$ cat src/logic/mode_color_pkg.sv
package mode_color_pkg;
    // I/O port addresses of the two write-only registers
    localparam logic [9:0] MODE_ADDR = 10'h3d8;
    localparam logic [9:0] PALETTE_ADDR = 10'h3d9;
    // Field positions in the mode control register
    localparam int MODE_GFX_BIT = 1;
    localparam int MODE_ENABLE_BIT = 3;
    localparam int MODE_BLINK_BIT = 5;
    localparam int MODE_HIRES_BIT = 4;
    // Field positions in the colour select register
    localparam int PAL_INTENS_BIT = 4;
    localparam int PAL_SET_BIT = 5;
    // Reset values: video off, border black
    localparam logic [5:0] MODE_RESET = 6'h00;
    localparam logic [5:0] PALETTE_RESET = 6'h00;
    // Blink toggles every this many frame pulses
    localparam int BLINK_FRAMES = 16;
    // Values the host writes
    localparam logic [5:0] MODE_BLANK = 6'h00;
    localparam logic [5:0] MODE_TEXT40 = 6'h28;
    localparam logic [5:0] MODE_GFX_MR = 6'h2a;
    localparam logic [5:0] MODE_GFX_HR = 6'h1e;
    localparam logic [5:0] PAL_TEXT40 = 6'h30;
    // Expansion-bus write cycles held by the host
    localparam int WRITE_HOLD = 2;
endpackage : mode_color_pkg

$ cat src/logic/io_write_if.sv
`timescale 1ns/100ps
interface io_write_if;
    // Expansion bus I/O write path (active low strobe)
    logic [9:0] addr;
    logic [7:0] data;
    logic iow_n;
    modport host (output addr, output data, output iow_n);
    modport device (input addr, input data, input iow_n);
endinterface : io_write_if

$ cat src/logic/mode_color_dev.sv
`timescale 1ns/100ps
// Contract
// - Text mode, mode bit5 enables attribute blink
// - Graphics mode ignores mode bit5
// - Blink on limits background to eight colours
// - Mode below 20h gives intensified backgrounds
// - Host sets bit5 except hires graphics
// - Write to 3D9 sets border colour (text mode only; graphics border is forced to black)
// - Host programs black border for 40-column
// - Host programs black medium-res background
// - Host may rewrite palette later
// - Host blanks with 00-07 before mode change
// - Palette bits 0-3 give border/background/foreground
// - Palette bit5 picks cyan/magenta/white set (code gives magenta/brown/white)
// - Palette bit4 picks intensified set
module mode_color_dev (
    // Clock and reset
    input wire logic CLK,
    input wire logic NRST,
    // Register write bus
    io_write_if.device BUS,
    // Pixel source: text attribute or graphics pixel
    input wire logic [7:0] ATTR,
    input wire logic [1:0] PIX2,
    input wire logic PIX1,
    input wire logic FG_ON,
    input wire logic BORDER,
    input wire logic FRAME,
    // Register views and colour out (IRGB)
    output logic [5:0] MODE_Q,
    output logic [5:0] PAL_Q,
    output logic VIDEO_ON,
    output logic [3:0] IRGB
);
    logic [5:0] mode_r;      // Mode control
    logic [5:0] pal_r;       // Colour select
    logic iow_d1_r, iow_d2_r, iow_d3_r;  // Strobe synchroniser and edge
    logic [9:0] addr_d1_r, addr_d2_r;
    logic [7:0] data_d1_r, data_d2_r;
    logic [4:0] blink_cnt_r; // Frame counter for blink phase
    logic blink_ph_r;
    logic [3:0] irgb_r;
    logic [3:0] irgb_nxt;

    ////////////////////////////////////////////////////////////////////////
    // Bus pins come from another domain, so two flops first
    always_ff @(posedge CLK) begin
        if (!NRST) begin
            iow_d1_r <= 1'b1;
            iow_d2_r <= 1'b1;
            iow_d3_r <= 1'b1;
            addr_d1_r <= 10'h000;
            addr_d2_r <= 10'h000;
            data_d1_r <= 8'h00;
            data_d2_r <= 8'h00;
        end else begin
            iow_d1_r <= BUS.iow_n;
            iow_d2_r <= iow_d1_r;
            iow_d3_r <= iow_d2_r;
            addr_d1_r <= BUS.addr;
            addr_d2_r <= addr_d1_r;
            data_d1_r <= BUS.data;
            data_d2_r <= data_d1_r;
        end
    end

    // Write takes effect on the rising edge of the strobe, data settled
    wire wr_end = iow_d2_r && !iow_d3_r;
    wire wr_mode = wr_end && (addr_d2_r == mode_color_pkg::MODE_ADDR);
    wire wr_pal = wr_end && (addr_d2_r == mode_color_pkg::PALETTE_ADDR);

    ////////////////////////////////////////////////////////////////////////
    // Register file, only low six bits stored
    always_ff @(posedge CLK) begin
        if (!NRST) begin
            mode_r <= mode_color_pkg::MODE_RESET;
            pal_r <= mode_color_pkg::PALETTE_RESET;
        end else begin
            if (wr_mode) begin
                mode_r <= data_d2_r[5:0];
            end
            if (wr_pal) begin
                pal_r <= data_d2_r[5:0];
            end
        end
    end

    ////////////////////////////////////////////////////////////////////////
    // Blink phase from frame pulses
    always_ff @(posedge CLK) begin
        if (!NRST) begin
            blink_cnt_r <= 5'h00;
            blink_ph_r <= 1'b0;
        end else if (FRAME) begin
            if (blink_cnt_r == 5'(mode_color_pkg::BLINK_FRAMES - 1)) begin
                blink_cnt_r <= 5'h00;
                blink_ph_r <= !blink_ph_r;
            end else begin
                blink_cnt_r <= blink_cnt_r + 5'h01;
            end
        end
    end

    // Decoded mode and palette fields
    wire gfx = mode_r[mode_color_pkg::MODE_GFX_BIT];
    wire hires = mode_r[mode_color_pkg::MODE_HIRES_BIT];
    wire blink_en = mode_r[mode_color_pkg::MODE_BLINK_BIT];
    wire vid_en = mode_r[mode_color_pkg::MODE_ENABLE_BIT];
    wire [3:0] pal_col = pal_r[3:0];
    wire pal_int = pal_r[mode_color_pkg::PAL_INTENS_BIT];
    wire pal_set = pal_r[mode_color_pkg::PAL_SET_BIT];
    // Text background: top attribute bit is blink or intensity
    wire [3:0] txt_bg = blink_en ? {1'b0, ATTR[6:4]} : ATTR[7:4];
    wire txt_hide = blink_en && ATTR[7] && blink_ph_r;
    wire [3:0] txt_fg = txt_hide ? txt_bg : ATTR[3:0];

    ////////////////////////////////////////////////////////////////////////
    // Colour mux; graphics paths never read mode bit5
    always_comb begin
        irgb_nxt = 4'h0;
        if (!vid_en) begin
            irgb_nxt = 4'h0;
        end else if (BORDER) begin
            irgb_nxt = gfx ? 4'h0 : pal_col;
        end else if (!gfx) begin
            irgb_nxt = FG_ON ? txt_fg : txt_bg;
        end else if (hires) begin
            irgb_nxt = PIX1 ? pal_col : 4'h0;
        end else if (PIX2 == 2'b00) begin
            irgb_nxt = pal_col;
        end else begin
            // Blue/green/cyan or magenta/brown/white, optional intensity
            irgb_nxt = {pal_int, pal_set, PIX2};
        end
    end

    always_ff @(posedge CLK) begin
        if (!NRST) begin
            irgb_r <= 4'h0;
        end else begin
            irgb_r <= irgb_nxt;
        end
    end

    assign MODE_Q = mode_r;
    assign PAL_Q = pal_r;
    assign VIDEO_ON = vid_en;
    assign IRGB = irgb_r;
endmodule : mode_color_dev

$ cat src/flat_wrapper.sv
// flat-port wrapper written by rule: the top's interface ports become plain ports
module mode_color_dev_flat 
  (CLK, NRST, ATTR, PIX2, PIX1, FG_ON, BORDER, FRAME, MODE_Q, PAL_Q, VIDEO_ON, IRGB, BUS_addr, BUS_data, BUS_iow_n);
  io_write_if BUS_i ();
  input wire logic CLK;
  input wire logic NRST;
  input wire logic [7:0] ATTR;
  input wire logic [1:0] PIX2;
  input wire logic PIX1;
  input wire logic FG_ON;
  input wire logic BORDER;
  input wire logic FRAME;
  output logic [5:0] MODE_Q;
  output logic [5:0] PAL_Q;
  output logic VIDEO_ON;
  output logic [3:0] IRGB;
  input wire logic [$bits(BUS_i.addr)-1:0] BUS_addr;
  input wire logic [$bits(BUS_i.data)-1:0] BUS_data;
  input wire logic [$bits(BUS_i.iow_n)-1:0] BUS_iow_n;
  assign BUS_i.addr = BUS_addr;
  assign BUS_i.data = BUS_data;
  assign BUS_i.iow_n = BUS_iow_n;
  mode_color_dev u_core (.CLK(CLK), .NRST(NRST), .BUS(BUS_i), .ATTR(ATTR), .PIX2(PIX2), .PIX1(PIX1), .FG_ON(FG_ON), .BORDER(BORDER), .FRAME(FRAME), .MODE_Q(MODE_Q), .PAL_Q(PAL_Q), .VIDEO_ON(VIDEO_ON), .IRGB(IRGB));
endmodule
$ cat config.mk
export PLATFORM = sky130hd
export DESIGN_NAME = mode_color_dev_flat
export DESIGN_NICKNAME = d
export VERILOG_FILES = /design/src/logic/mode_color_pkg.sv /design/src/logic/io_write_if.sv /design/src/logic/mode_color_dev.sv /design/src/flat_wrapper.sv
export SDC_FILE = /design/constraint.sdc
export NUM_CORES = 1
export LEC_CHECK = 0
export ABC_AREA = 0
export BUFFER_PORTS_ARGS = -buffer_cell sky130_fd_sc_hd__buf_4
export CAP_MARGIN = 20
export CORE_MARGIN = 1
export CORE_UTILIZATION = 35
export CTS_BUF_LIST = sky130_fd_sc_hd__clkbuf_4 sky130_fd_sc_hd__clkbuf_8
export DETAILED_ROUTE_END_ITERATION = 8
export GPL_TIMING_DRIVEN = 0
export PLACE_DENSITY = 0.59
export SETUP_SLACK_MARGIN = 0.02
export SLEW_MARGIN = 20
export SYNTH_ARGS = -nofsm -noshare
export SYNTH_HDL_FRONTEND = slang
export SYNTH_SLANG_ARGS = --single-unit
$ cat constraint.sdc
create_clock -name CLK -period 2.6 [get_ports CLK]
set_input_delay 0.26 -clock CLK [delete_from_list [all_inputs] [get_ports CLK]]
set_output_delay 0.26 -clock CLK [all_outputs]
set_load 0.005 [all_outputs]
==> qor.csv, run 1 <==
stage;metric;value;unit
run_status;status;finished, final reports clean;
layout;non-filler cells, final;335;
sta;min Tclk post-route;1.51;ns
clock_tree;Clock Tree Buf Depth;2;
layout;commonest cells after routing, fill and taps aside;dfxtp_1, buf_4, and2_1, nand2_1, mux2i_1;
synth;synth unique cells;35;
synth;largest area contributor in the netlist;dfxtp_1;
worst_setup_path;Worst Setup Start Kind;register;
clock_tree;# H-tree levels;3;
clock_tree;Post-CTS Setup Repair Bufs;0;
route;Top Metal Used;met4;
synth;FF+latch count, synth;57;
route;wire length on met2;1620;µm
die;Die Span X;78.4;µm
sta;setup total negative slack;0;ns
synth;synthesis warning total;0;
layout;Layout Area Growth over Synthesis;32.6;%
place;Post-DP Area;0.00249;mm²
synth;EDFF count, synth;0;
global_routing;largest net degree at the start of global routing;11;
synth;share of Yosys cell area claimed by the top area cell type;0.559;
sta;Final setup viols;0;
job;Max Cap Viol;0;
die;die footprint;0.00614;mm²
pwr;Leak;1.18;nW
pwr;pwr/cell area;688;mW/mm²
pwr;maximum vdd ir drop;0.322;mV
layout;diodes inserted;0;
layout;most common cell after layout, fill and taps aside;dfxtp_1;
sta;max-slew violations;0;
die;Die Y;78.4;µm
sta;final worst-path cycle share;0.579;
pwr;total power;1.86;mW
synth;Post-synth ARST share;0;
layout;fin nets;294;
global_routing;vias in the first global route;1408;
synth;syn nets;235;
global_routing;antenna violations before repair;0;
worst_setup_path;Crit Path Max Fanout;6;
sta;worst slew pin tran;0.505;ns
sta;RSZ-0062 raised after global routing;no;
layout;fin area;0.00271;mm²
worst_setup_path;CP required;2.80;ns
synth;largest cells by area after synthesis;dfxtp_1, and2_1, mux2i_1;
route;DRC;0;
clock_tree;hold buffer count at cts;0;
worst_setup_path;crit path DAT;1.70;ns
global_routing;first-pass GRT wire length;6330;µm
sta;Final WS setup;1.09;ns
clock_tree;clock buffer count from CTS;9;
synth;sequential area share after synthesis;0.559;
place;Placer Congestion;0.729;
layout;utilization after layout;0.486;
layout;fill count;559;
sta;Fin Hold WS;0.125;ns
clock_tree;CTS tree;built;
clock_tree;Root Buffer;clkbuf_8;
place;Port Buffers;48;
die;# IOs;52;
clock_tree;worst skew pair latency;0.32;ns
global_routing;global-route usage over all layers;0.137;
synth;post-synthesis cell area;0.00204;mm²
route;met3 routed WL;270;µm
place;dpl cells;319;
worst_setup_path;CP Class;register to register;
place;DP Worst Slack;1.08;ns
route;Post-DRT Antenna Nets;0;
route;initial drt markers;50;
sta;Clock Skew;0.00835;ns
route;WL/cell;11.2;µm
synth;Post-Syn Instances;199;
route;First-pass DRT Iterations;4;
die;placeable core region;0.00557;mm²
clock_tree;Worst-path clk slew;0.06;ns
clock_tree;quantity of gates resized following cts;0;
clock_tree;Sink Count;57;
route;via count;1493;
sta;Hold Fails Final Rpt;0;
sta;Max-Slew Margin vs Limit;0.663;
route;M1 WL;1810;µm
place;HPWL after DPL;2710;µm
synth;Avg Synthesized Cell Area;10.3;µm²
layout;layout cells sized above 1;0.266;
global_routing;total gr overflow;0;
die;starting density of the core;0.366;
route;DRT Wirelength;3750;µm
layout;area occupied by multi-input gates;833;µm²
route;vias per inst;4.46;
worst_setup_path;Critical Path End Type;register;
layout;FF+latch area;0.00114;mm²
sta;maximum clock rate;664;MHz
die;# rows;27;
worst_hold_path;Worst Hold Class;input pin to register;
synth;prevailing post-synth register cell;dfxtp_1;
-- metal layers --
layer,vias to the layer above,GRT usage
li1,790,-
met1,649,0.161
met2,46,0.216
met3,8,0.0500
met4,0,0.0778
met5,-,0
-- where the power goes --
group          total [mW]  switching, mW  internal [mW]
combinational      0.0935         0.0374         0.0561
sequential          0.910        0.00843          0.901
clock               0.860          0.319          0.541
-- registers in the layout (all words and copies together), names as in the netlist, 4 cells and up --
register and count:
u_core.addr_d2_r 10, u_core.data_d2_r 6, u_core.addr_d1_r 10, u_core.PAL_Q 6
u_core.MODE_Q 6, u_core.data_d1_r 6, u_core.blink_cnt_r 5, u_core.IRGB 4
-- cell usage after synthesis (2+ instances only) --
cell type and number:
clkbuf_1 5, xnor2_1 2, a21oi_1 4, inv_1 3
mux2i_1 18, nand3_1 7, nor2_1 6, a32o_1 3
nand2b_1 3, and3b_1 2, buf_2 3, nand3b_1 2
nand2_1 26, and2_1 34, nor3b_1 2, dfxtp_1 57
nor2b_1 2, o211ai_1 3
-- cells by family (layout without fill, tap and decap cells) --
kind of cell             Yosys count  after routing  share of synthesized area
AND/OR/NAND/NOR                   89             89                      0.238
flip-flops                        57             57                      0.559
AO/OA/AOI/OAI                     18             18                     0.0668
multiplexers                      18             18                     0.0882
buffers and inverters             14             78                     0.0331
XOR/XNOR                           2              2                    0.00858
adder cells (fa/ha/maj)            1              1                    0.00613
-- worst max-delay path, stage by stage (launching register included) --
cell and delay, ns:
dfxtp_1 0.30, nand4bb_1 0.16, nor4_1 0.32, nand3_1 0.38
mux2i_1 0.21
-- final cells by class --
class / count / share of cell area
buffer: 11 / 0.0208
clock buffer: 14 / 0.0665
clock inverter: 2 / 0.0129
inverter: 3 / 0.00416
multi-input combinational: 128 / 0.308
sequential: 57 / 0.421
tap: 72 / 0.0333
timing repair buffer: 48 / 0.133
-- path summary, 6_finish.rpt --
kind              slack, ns               to             from  cells past startpoint
hold / removal         0.12  u_core.iow_d1_r        BUS_iow_n                      2
hold reg to reg        0.42  u_core.iow_d2_r  u_core.iow_d1_r                      1
setup / recovery       1.09  u_core.PAL_Q[0]  u_core.iow_d3_r                      4
setup reg to reg       1.09  u_core.PAL_Q[0]  u_core.iow_d3_r                      4
No activity file was read; power rests on OpenSTA's default activity.
==> run 2, diff against run 1 <==
Settings changed: PLACE_DENSITY 0.59 to 0.61.
Clock period 2.6 ns to 1.25 ns, I/O delays scaled along.
==> qor.csv, run 2 (synthesis gave the netlist of run 1 again) <==
stage;metric;value;unit;change
route;initial drt markers;39;;was 50
worst_setup_path;worst-path cell chain;nand4bb_1, nor4_2, and3b_1, buf_6, mux2i_1;;was nand4bb_1, nor4_1, nand3_1, mux2i_1
pwr;pwr/cell area;1390;mW/mm²;was 688 mW/mm²
clock_tree;clock buffer count from CTS;9;;unchanged
die;Die Y;78.4;µm;unchanged
route;Post-DRT Antenna Nets;0;;unchanged
sta;Fin Hold WS;0.0634;ns;was 0.125 ns
sta;Max-Slew Margin vs Limit;0.678;;was 0.663
die;placeable core region;0.00557;mm²;unchanged
run_status;status;complete, but fails checks;;was finished, final reports clean
route;DRT Wirelength;4000;µm;was 3750 µm
place;Port Buffers;48;;unchanged
worst_setup_path;CP peak stage delay;0.30;ns;was 0.38 ns
layout;Regs by FF count;u_core.addr_d1_r: 10 flops, u_core.addr_d2_r: 10 flops;;unchanged
sta;maximum clock rate;760;MHz;was 664 MHz
pwr;Net Switching;0.814;mW;was 0.365 mW
route;vias per inst;4.47;;was 4.46
die;# rows;27;;unchanged
pwr;Pint;3.42;mW;was 1.50 mW
layout;commonest cells after routing, fill and taps aside;buf_4, dfxtp_1, and2_1, nand2_1, mux2i_1;;was dfxtp_1, buf_4, and2_1, nand2_1, mux2i_1
worst_hold_path;Worst Hold Class;input pin to register;;unchanged
layout;fill count;516;;was 559
pwr;power share of the combinational group;0.059;;was 0.050
sta;Final WS setup;-0.0659;ns;was 1.09 ns
run_status;failing checks;negative setup slack;;
clock_tree;# H-tree levels;3;;unchanged
sta;Final setup viols;12;;was 0
place;DP Worst Slack;-0.168;ns;was 1.08 ns
layout;FF+latch area;0.00116;mm²;was 0.00114 mm²
global_routing;largest net degree at the start of global routing;11;;unchanged
place;Placer Congestion;0.723;;was 0.729
clock_tree;Root Buffer;clkbuf_8;;unchanged
clock_tree;Sink Count;57;;unchanged
sta;Hold Fails Final Rpt;0;;unchanged
layout;layout cells sized above 1;0.316;;was 0.266
route;via count;1596;;was 1,493
pwr;maximum vdd ir drop;0.820;mV;was 0.322 mV
die;die footprint;0.00614;mm²;unchanged
layout;diodes inserted;0;;unchanged
global_routing;vias in the first global route;1487;;was 1,408
global_routing;antenna violations before repair;0;;unchanged
pwr;Clock power frac;0.496;;was 0.462
sta;RSZ-0062 raised after global routing;yes;;was no
die;starting density of the core;0.366;;unchanged
sta;max-slew violations;0;;unchanged
layout;area occupied by multi-input gates;905;µm²;was 833 µm²
global_routing;total gr overflow;0;;unchanged
route;First-pass DRT Iterations;4;;unchanged
worst_setup_path;CP required;1.50;ns;was 2.80 ns
worst_setup_path;Critical Path End Type;register;;unchanged
clock_tree;Worst-path clk slew;0.06;ns;about the same
worst_setup_path;CP Class;register to register;;unchanged
die;Die Span X;78.4;µm;unchanged
worst_setup_path;cell at the slowest stage of the critical path;dfxtp_1;;was nand3_1
pwr;Leak;1.30;nW;was 1.18 nW
global_routing;first-pass GRT wire length;6610;µm;was 6330 µm
worst_setup_path;Worst Setup Start Kind;register;;unchanged
layout;Layout Area Growth over Synthesis;49.3;%;was 32.6%
sta;min Tclk post-route;1.32;ns;was 1.51 ns
clock_tree;CTS tree;built;;unchanged
pwr;total power;4.24;mW;was 1.86 mW
die;# IOs;52;;unchanged
pwr;sequential share of power;0.445;;was 0.488
clock_tree;worst skew pair latency;0.33;ns;was 0.32 ns
worst_setup_path;crit path DAT;1.57;ns;was 1.70 ns
layout;fin nets;316;;was 294
sta;Clock Skew;0.00499;ns;was 0.00835 ns
clock_tree;Clock Tree Buf Depth;2;;unchanged
route;DRC;0;;unchanged
worst_setup_path;Crit Path Max Fanout;6;;unchanged
job;Max Cap Viol;0;;unchanged
layout;most common cell after layout, fill and taps aside;buf_4;;was dfxtp_1
pwr;Sw Share;0.192;;was 0.196
place;HPWL after DPL;2750;µm;was 2710 µm
sta;final worst-path cycle share;1.05;;was 0.579
global_routing;global-route usage over all layers;0.145;;was 0.137
sta;worst slew pin tran;0.483;ns;was 0.505 ns
route;WL/cell;11.2;µm;about the same
## run 2: cell count changes in the layout (fill, tap and decap cells not counted), sizes merged
cell	change
dlygate4sd3	+17
buf	+4
bufinv	+2
clkbuf	-2
clkinvlp	+1
## run 2: repair_timing
item                                    CTS  global route
endpoints found under the setup margin   15            18
setup buffers                             5             2
cloned                                    0             0
resized for setup                        10            16
pin swaps                                 5             4
hold buffers                             17             0
endpoints found under the hold margin    17             0
## run 2: power groups by stage
stage	logic [mW]	clock network [mW]	registers, mW
floorplan	0.0950	0	1.93
global placement	0.195	0	1.93
detailed placement	0.198	0	1.93
CTS	0.247	2.15	1.89
global route	0.280	2.25	1.89
finish	0.251	2.10	1.88
## run 2: final timing paths
kind | startpoint | to | slack (ns) | cells past startpoint
max | u_core.addr_d2_r[1] | u_core.MODE_Q[4] | -0.07 | 5
min | BORDER | u_core.IRGB[2] | 0.06 | 2
max reg2reg | u_core.addr_d2_r[1] | u_core.MODE_Q[4] | -0.07 | 5
min reg2reg | u_core.iow_d1_r | u_core.iow_d2_r | 0.41 | 1
## run 2: worst max-delay path, delay by kind of cell, from the launching register on
family / cells / cell delay, ns
flip-flops: 1 / 0.30
AND/OR/NAND/NOR: 3 / 0.62
buffers and inverters: 1 / 0.14
multiplexers: 1 / 0.18
## run 2: per-layer routing
layer | track usage | part of all wire | vias to the layer above
li1 | - | - | 832
met1 | 0.166 | 0.46 | 695
met2 | 0.226 | 0.44 | 57
met3 | 0.0616 | 0.072 | 12
met4 | 0.0833 | 0.031 | 0
met5 | 0 | 0 | -
## run 2: through the flow
step                      cell area (µm²)   util  std cells  TNS (ns)
after floorplan                      2050      -        199         0
after global placement               2500  0.449        319     -1.18
after detailed placement             2500  0.449        319     -1.48
after CTS                            2980  0.534        356    -0.630
after global routing                 3050  0.547        357     -1.92
final                                3050  0.547        357    -0.381
## run 2: area by class of cell
type                            instances  share of cell area
Sequential cell                        57               0.381
Multi-Input combinational cell        128               0.297
Timing Repair Buffer                   71               0.190
Clock buffer                           11              0.0476
Clock inverter                          5              0.0336
Tap cell                               72              0.0295
Buffer                                 10              0.0176
Inverter                                3             0.00369
